<file path="config.mk">
export PLATFORM = sky130hd
export DESIGN_NAME = pgc_top
export DESIGN_NICKNAME = d
export VERILOG_FILES = /design/src/logic/pgc_pkg.sv /design/src/logic/pgc_top.sv
export SDC_FILE = /design/constraint.sdc
export NUM_CORES = 1
export LEC_CHECK = 0
export BUFFER_PORTS_ARGS = -buffer_cell sky130_fd_sc_hd__buf_2
export CAP_MARGIN = 20
export CELL_PAD_IN_SITES_DETAIL_PLACEMENT = 1
export CELL_PAD_IN_SITES_GLOBAL_PLACEMENT = 2
export CORE_ASPECT_RATIO = 1.1
export CORE_MARGIN = 3
export CORE_UTILIZATION = 25
export DETAILED_ROUTE_END_ITERATION = 8
export HOLD_SLACK_MARGIN = 0.15
export PLACE_DENSITY_LB_ADDON = 0.1
export REMOVE_ABC_BUFFERS = 1
export SYNTH_ARGS = -nofsm -noshare
export SYNTH_HDL_FRONTEND = slang
export SYNTH_SLANG_ARGS = --single-unit
</file>
<file path="constraint.sdc">
create_clock -name SYS_CLK -period 2.15 [get_ports SYS_CLK]
set_clock_uncertainty 0.1 [all_clocks]
set_input_delay 0.1075 -clock SYS_CLK [delete_from_list [all_inputs] [get_ports SYS_CLK]]
set_output_delay 0.1075 -clock SYS_CLK [all_outputs]
set_load 0.02 [all_outputs]
</file>
<file path="src/logic/pgc_pkg.sv">
// What this block does
// - the fault pending flag is set by hardware on a fault event and cleared when its enable is written zero; the code sets it only while the fault enable is one.
// - the limit pending flag is set by hardware on a limit event and cleared when its enable is written zero; the code sets it only while the limit enable is one.
// - the trigger pending flag is set by hardware on a trigger event and cleared when its enable is written zero; the code sets it only while enabled.
// - a trigger event raises an interrupt request only while the trigger enable is one.
// - fault interrupt requests pass only while the fault enable is one.
// - limit interrupt requests pass only while the limit enable is one.
// - with the independent time base selected the period comes from the phase register, else from the master period.
// - with the duty source select set the master duty is used, else the generator's own duty.
// - the dead-time compensation polarity acts only while the dead-time field is binary 11.
// - center-aligned mode is ignored unless the independent time base is selected.
// - external period reset acts only with independent time base one and current-limit mode zero.
// - bit 4 reads zero and ignores writes; all implemented bits reset to zero.
package pgc_pkg;
  localparam logic [11:0] CTRL_OFFSET   = 12'h000;
  localparam logic [15:0] CTRL_RESET    = 16'h0000;
  localparam logic [15:0] CTRL_WMASK    = 16'h1FEF;
  localparam int          FAULT_PEND    = 15;
  localparam int          LIMIT_PEND    = 14;
  localparam int          TRIG_PEND     = 13;
  localparam int          FAULT_EN      = 12;
  localparam int          LIMIT_EN      = 11;
  localparam int          TRIG_EN       = 10;
  localparam int          TIMEBASE_SEL  = 9;
  localparam int          DUTY_SEL      = 8;
  localparam int          DT_CTRL_HI    = 7;
  localparam int          DT_CTRL_LO    = 6;
  localparam int          DT_POL        = 5;
  localparam int          MTB_SEL       = 3;
  localparam int          CENTER_MODE   = 2;
  localparam int          EXT_RESET     = 1;
  localparam int          IMM_UPDATE    = 0;
  localparam logic [1:0]  DT_COMP_CODE  = 2'h3;
  localparam logic [1:0]  RESP_OKAY     = 2'h0;
  localparam logic [1:0]  RESP_SLVERR   = 2'h2;

  // effective settings handed to the generator datapath
  typedef struct packed {
    logic period_from_phase;
    logic duty_from_master;
    logic dt_comp_polarity;
    logic center_aligned;
    logic ext_period_reset;
    logic timebase_source;
    logic immediate_update;
  } pgc_mode_type;
endpackage

</file>
<file path="src/logic/pgc_top.sv">
// Register access over AXI4-Lite and the placing of the registers were left to the implementer.
module pgc_top
(
  // clock and reset
  input  wire logic                 SYS_CLK,
  input  wire logic                 SRST,
  // axi4-lite write address and data
  input  wire logic [11:0]          S_AXI_AWADDR,
  input  wire logic                 S_AXI_AWVALID,
  output logic                      S_AXI_AWREADY,
  input  wire logic [31:0]          S_AXI_WDATA,
  input  wire logic [3:0]           S_AXI_WSTRB,
  input  wire logic                 S_AXI_WVALID,
  output logic                      S_AXI_WREADY,
  // axi4-lite write response
  output logic [1:0]                S_AXI_BRESP,
  output logic                      S_AXI_BVALID,
  input  wire logic                 S_AXI_BREADY,
  // axi4-lite read
  input  wire logic [11:0]          S_AXI_ARADDR,
  input  wire logic                 S_AXI_ARVALID,
  output logic                      S_AXI_ARREADY,
  output logic [31:0]               S_AXI_RDATA,
  output logic [1:0]                S_AXI_RRESP,
  output logic                      S_AXI_RVALID,
  input  wire logic                 S_AXI_RREADY,
  // generator events, same clock domain
  input  wire logic                 FAULT_EVENT,
  input  wire logic                 LIMIT_EVENT,
  input  wire logic                 TRIGGER_EVENT,
  input  wire logic                 CURRENT_LIMIT_MODE,
  // outputs to generator and interrupt controller
  output pgc_pkg::pgc_mode_type     MODE,
  output logic                      IRQ
);

  logic [15:0] ctrl;
  logic        aw_held;
  logic        w_held;
  logic [11:0] aw_addr;
  logic [31:0] w_data;
  logic [3:0]  w_strb;
  logic        do_write;
  logic        wr_hit;
  logic [15:0] wr_value;
  logic [15:0] next_ctrl;

  // address and data may arrive in either order; hold each until both
  always_ff @(posedge SYS_CLK)
  begin
    if (SRST)
    begin
      aw_held <= 1'b0;
      aw_addr <= 12'h000;
    end
    else if (S_AXI_AWVALID && S_AXI_AWREADY)
    begin
      aw_held <= 1'b1;
      aw_addr <= S_AXI_AWADDR;
    end
    else if (do_write)
      aw_held <= 1'b0;
  end

  always_ff @(posedge SYS_CLK)
  begin
    if (SRST)
    begin
      w_held <= 1'b0;
      w_data <= 32'h00000000;
      w_strb <= 4'h0;
    end
    else if (S_AXI_WVALID && S_AXI_WREADY)
    begin
      w_held <= 1'b1;
      w_data <= S_AXI_WDATA;
      w_strb <= S_AXI_WSTRB;
    end
    else if (do_write)
      w_held <= 1'b0;
  end

  // each ready only while its own channel holds nothing and no response outstanding
  always_ff @(posedge SYS_CLK)
  begin
    if (SRST)
    begin
      S_AXI_AWREADY <= 1'b0;
      S_AXI_WREADY  <= 1'b0;
    end
    else
    begin
      S_AXI_AWREADY <= !aw_held && !(S_AXI_AWVALID && S_AXI_AWREADY) && !S_AXI_BVALID
                       && !do_write;
      S_AXI_WREADY  <= !w_held && !(S_AXI_WVALID && S_AXI_WREADY) && !S_AXI_BVALID
                       && !do_write;
    end
  end

  assign do_write = aw_held && w_held && !S_AXI_BVALID;
  assign wr_hit   = do_write && (aw_addr[11:2] == pgc_pkg::CTRL_OFFSET[11:2]);

  // byte lanes merge into the 16-bit register; upper lanes have nothing
  always_comb
  begin
    wr_value = ctrl;
    if (w_strb[0])
      wr_value[7:0] = w_data[7:0];
    if (w_strb[1])
      wr_value[15:8] = w_data[15:8];
  end

  // write response, slverr for unmapped offsets
  always_ff @(posedge SYS_CLK)
  begin
    if (SRST)
    begin
      S_AXI_BVALID <= 1'b0;
      S_AXI_BRESP  <= pgc_pkg::RESP_OKAY;
    end
    else if (do_write)
    begin
      S_AXI_BVALID <= 1'b1;
      S_AXI_BRESP  <= wr_hit ? pgc_pkg::RESP_OKAY : pgc_pkg::RESP_SLVERR;
    end
    else if (S_AXI_BREADY)
      S_AXI_BVALID <= 1'b0;
  end

  // control register next value
  always_comb
  begin
    next_ctrl = ctrl;
    if (wr_hit)
      next_ctrl = (ctrl & ~pgc_pkg::CTRL_WMASK) | (wr_value & pgc_pkg::CTRL_WMASK);
    // a zero enable clears its flag; an event in the same cycle only
    // sets the flag while its enable stays one, matching the clear rule
    if (next_ctrl[pgc_pkg::FAULT_EN] && FAULT_EVENT)
      next_ctrl[pgc_pkg::FAULT_PEND] = 1'b1;
    if (next_ctrl[pgc_pkg::LIMIT_EN] && LIMIT_EVENT)
      next_ctrl[pgc_pkg::LIMIT_PEND] = 1'b1;
    if (next_ctrl[pgc_pkg::TRIG_EN] && TRIGGER_EVENT)
      next_ctrl[pgc_pkg::TRIG_PEND] = 1'b1;
    if (!next_ctrl[pgc_pkg::FAULT_EN])
      next_ctrl[pgc_pkg::FAULT_PEND] = 1'b0;
    if (!next_ctrl[pgc_pkg::LIMIT_EN])
      next_ctrl[pgc_pkg::LIMIT_PEND] = 1'b0;
    if (!next_ctrl[pgc_pkg::TRIG_EN])
      next_ctrl[pgc_pkg::TRIG_PEND] = 1'b0;
    next_ctrl[4] = 1'b0;
  end

  always_ff @(posedge SYS_CLK)
  begin
    if (SRST)
      ctrl <= pgc_pkg::CTRL_RESET;
    else
      ctrl <= next_ctrl;
  end

  // read channel, one outstanding read
  always_ff @(posedge SYS_CLK)
  begin
    if (SRST)
    begin
      S_AXI_ARREADY <= 1'b0;
      S_AXI_RVALID  <= 1'b0;
      S_AXI_RDATA   <= 32'h00000000;
      S_AXI_RRESP   <= pgc_pkg::RESP_OKAY;
    end
    else if (S_AXI_ARVALID && S_AXI_ARREADY)
    begin
      S_AXI_ARREADY <= 1'b0;
      S_AXI_RVALID  <= 1'b1;
      if (S_AXI_ARADDR[11:2] == pgc_pkg::CTRL_OFFSET[11:2])
      begin
        S_AXI_RDATA <= {16'h0000, ctrl};
        S_AXI_RRESP <= pgc_pkg::RESP_OKAY;
      end
      else
      begin
        S_AXI_RDATA <= 32'h00000000;
        S_AXI_RRESP <= pgc_pkg::RESP_SLVERR;
      end
    end
    else if (S_AXI_RVALID)
    begin
      if (S_AXI_RREADY)
        S_AXI_RVALID <= 1'b0;
    end
    else
      S_AXI_ARREADY <= 1'b1;
  end

  // effective modes; gated dependencies resolve here so the datapath
  // never sees a setting that has no meaning in the current mode
  always_ff @(posedge SYS_CLK)
  begin
    if (SRST)
      MODE <= '0;
    else
    begin
      MODE.period_from_phase <= next_ctrl[pgc_pkg::TIMEBASE_SEL];
      MODE.duty_from_master  <= next_ctrl[pgc_pkg::DUTY_SEL];
      MODE.dt_comp_polarity  <= next_ctrl[pgc_pkg::DT_POL]
        && (next_ctrl[pgc_pkg::DT_CTRL_HI:pgc_pkg::DT_CTRL_LO] == pgc_pkg::DT_COMP_CODE);
      MODE.center_aligned    <= next_ctrl[pgc_pkg::CENTER_MODE]
        && next_ctrl[pgc_pkg::TIMEBASE_SEL];
      MODE.ext_period_reset  <= next_ctrl[pgc_pkg::EXT_RESET]
        && next_ctrl[pgc_pkg::TIMEBASE_SEL] && !CURRENT_LIMIT_MODE;
      MODE.timebase_source   <= next_ctrl[pgc_pkg::MTB_SEL];
      MODE.immediate_update  <= next_ctrl[pgc_pkg::IMM_UPDATE];
    end
  end

  // request follows the flags; flags only exist while enabled
  always_ff @(posedge SYS_CLK)
  begin
    if (SRST)
      IRQ <= 1'b0;
    else
      IRQ <= (next_ctrl[pgc_pkg::FAULT_PEND] && next_ctrl[pgc_pkg::FAULT_EN])
          || (next_ctrl[pgc_pkg::LIMIT_PEND] && next_ctrl[pgc_pkg::LIMIT_EN])
          || (next_ctrl[pgc_pkg::TRIG_PEND] && next_ctrl[pgc_pkg::TRIG_EN]);
  end

endmodule // pgc_top

</file>
==> results.cfg <==
[run_status]
status = completed

[setup_path]
crit_type = flop to flop
crit_slowest_cell = nor4_4
worst_setup_path_end_kind = flop
cpLargestDelayFamily = simple AND/OR/NAND/NOR gates
arrival_ns = 1.93
r2r-start = aw_addr[10]$_SDFFE_PP0P_
path_buf_inv = 0
startpoint_type = flop
cp-startpoint = aw_addr[10]$_SDFFE_PP0P_
crit_chain = nor4_4 > nand4_2 > mux2i_1 > nor3_1
critPathRequiredTime_ns = 2.26
worstPathMaxFanout = 7
max_stage_delay_ns = 0.44

[grt]
grt_max_degree = 30
met2_usage = 0.201
grt_usage = 0.123
grt_pass1_vias = 2262
grt.met3_usage = 0.0308
busiest_layer = met2
grt_pass1_wl_microns = 11100
grt_use_met1 = 0.152
antenna_found_initial = 0
grt_overflow = 0

[synth]
synth-simple-area-share = 0.220
ys_warn_count = 0
synth_edf_count = 0
synth.area.top_cells = dfxtp_1, nand2_1, buf_4, a21oi_1, nor2_1
synth_cell_type_count = 30
synth_compound_area_frac = 0.120
yosys.area.top_type_share = 0.518
yosysTopAreaCell = dfxtp_1
ys_ff_latch = 67
synthMuxAreaShare = 0.0464
ys.flop_type = dfxtp_1
netlist_instances = 292
synth_fa_ha_area_frac = 0
synth-async-reset-ratio = 0
syn_avg_cell_area_sq_um = 8.86
synth_top_family_by_area = simple AND/OR/NAND/NOR gates
syn-cell-area_sq_um = 2590
synthXorXnorAreaFrac = 0
ys_seq_area_frac = 0.518

[die]
core-area_sq_um = 9980
io_pins = 120
start_util = 0.259
die_area_sq_um = 11600
dieHeight_microns = 113
row_count = 38
die_x_microns = 103

[power_and_ir_drop]
seqPwrFrac = 0.529
p_per_area_nw_per_um2 = 711
total_power_mw = 2.46
comb_power_share = 0.106
p_leak_nw = 1.56
p_switching_uw = 630
p_int_mw = 1.83
clkPwrFrac = 0.365
swShare = 0.257
peakVddDrop_v = 0.000260

[sta]
tns_ns = 0
setup_viol = 0
rsz0062_at_grt = false
max_freq_mhz = 549
fin_crit_ns = 1.82
period_share = 0.847
hold_viol = 0
slew_headroom = 0.613
hold_ws_ns = 0.153
worst_pin_slew_ns = 0.581
finalMaxSlewViolations = 0

[routing]
wl_microns = 6860
drt_iter0_drc = 47
drtPass1Iterations = 4
vias = 2255
wire_per_inst_microns = 13.3
antenna_left = 0
drcViolationCount = 0
via_per_inst = 4.36

[clock_network]
cts_buffers = 9
post_cts_buffers = 0
cts_resized = 0
cts_hold_buf = 31
clock_path_buffers = 2
clk_pin_slew_ns = 0.07
clockRootBuffer = clkbuf_8
cts_sinks = 67
cts_tree = built
clock_latency_ns = 0.33
h-tree-depth = 3

[placement]
place_congestion = 0.695
place_hpwl_microns = 4750
numPortBuffers = 74

[layout]
finalNetCount = 464
area_growth_pct = 33.5
drive_gt1_frac = 0.242
insertedDiodeCount = 0

[flow_run]
cap_violations = 0

[worst_hold_path]
hp-class = primary input to flop
hold_path_startpoint = SRST
==> layout by cell type (no fill, tap or decap), types with 3 or more instances in the layout <==
| cell | count |
|---|---|
| nor2_1 | 35 |
| a22oi_1 | 15 |
| dfxtp_1 | 67 |
| dlygate4sd3_1 | 31 |
| nor4_1 | 4 |
| o21ai_0 | 8 |
| conb_1 | 19 |
| buf_2 | 74 |
| clkinv_2 | 3 |
| nand2_1 | 51 |
| nor3_1 | 7 |
| buf_4 | 5 |
| clkbuf_8 | 10 |
| inv_1 | 3 |
| mux2i_1 | 12 |
| a21oi_1 | 30 |
==> layout make-up <==
| class | instances | area, sq um |
|---|---|---|
| clock buffers | 12 | 145 |
| clock inverters | 3 | 15.0 |
| fillers | 1185 | 6530 |
| inverters | 3 | 11.3 |
| multi-input cells | 202 | 1070 |
| flip-flops and latches | 67 | 1340 |
| well taps | 120 | 150 |
| repair buffers | 110 | 718 |
==> flip-flops by register name, indices dropped and copies added, names as in the netlist <==
name,flops
aw_held,1
S_AXI_BVALID,1
ctrl,15
w_strb,2
S_AXI_RRESP,1
S_AXI_RVALID,1
w_held,1
S_AXI_RDATA,15
S_AXI_BRESP,1
w_data,12
S_AXI_ARREADY,1
MODE,3
S_AXI_AWREADY,1
IRQ,1
aw_addr,10
S_AXI_WREADY,1
==> final timing paths <==
check                           endpoint  slack [ns]  depth (start not counted)
max                   MODE[2]$_SDFF_PP0_        0.33                          4
min          S_AXI_RDATA[6]$_SDFFE_PP0P_        0.15                          2
max reg2reg           MODE[2]$_SDFF_PP0_        0.33                          4
min reg2reg       w_data[9]$_SDFFE_PP0P_        0.35                          2
==> power by group through the flow <==
stage	combinational [mW]	sequential [mW]	clock (mW)
after global routing	0.292	1.30	0.995
final	0.259	1.30	0.896
after global placement	0.217	1.33	0
after CTS	0.264	1.30	0.934
after floorplan	0.106	1.33	0
after detailed placement	0.220	1.33	0
==> kinds of logic (layout without fill, tap and decap cells) <==
group	count (synthesis)	count (layout)
multiplexers	12	12
buffers and inverters	41	128
other	1	19
AO/OA/AOI/OAI	54	54
flip-flops	67	67
AND/OR/NAND/NOR	117	117
==> metrics by stage <==
stage                     setup WS (ns)  cell area, sq um   util  std cells
final                             0.330              3450  0.346        517
after floorplan                   0.450              2420      -        272
after detailed placement          0.308              2980  0.299        471
after global routing              0.185              3450  0.346        517
after global placement            0.333              2980  0.299        471
after CTS                         0.290              3450  0.346        517
==> per-layer routing <==
metal / vias up / wire length, microns
met5: - / 0
met4: 0 / 121
met3: 11 / 423
met2: 71 / 3190
met1: 1030 / 3120
li1: 1143 / -
==> cells in the mapped netlist (all sizes together), types with 3 or more instances <==
library cell and count:
nor2 35, nand2 51, inv 3, nor3 7, a21oi 30, a22oi 15, dfxtp 67, o21ai 8
clkbuf 11, nand4 3, buf 27, mux2i 12, nor4 6
Note: power is estimated with default switching activity, not from simulation.
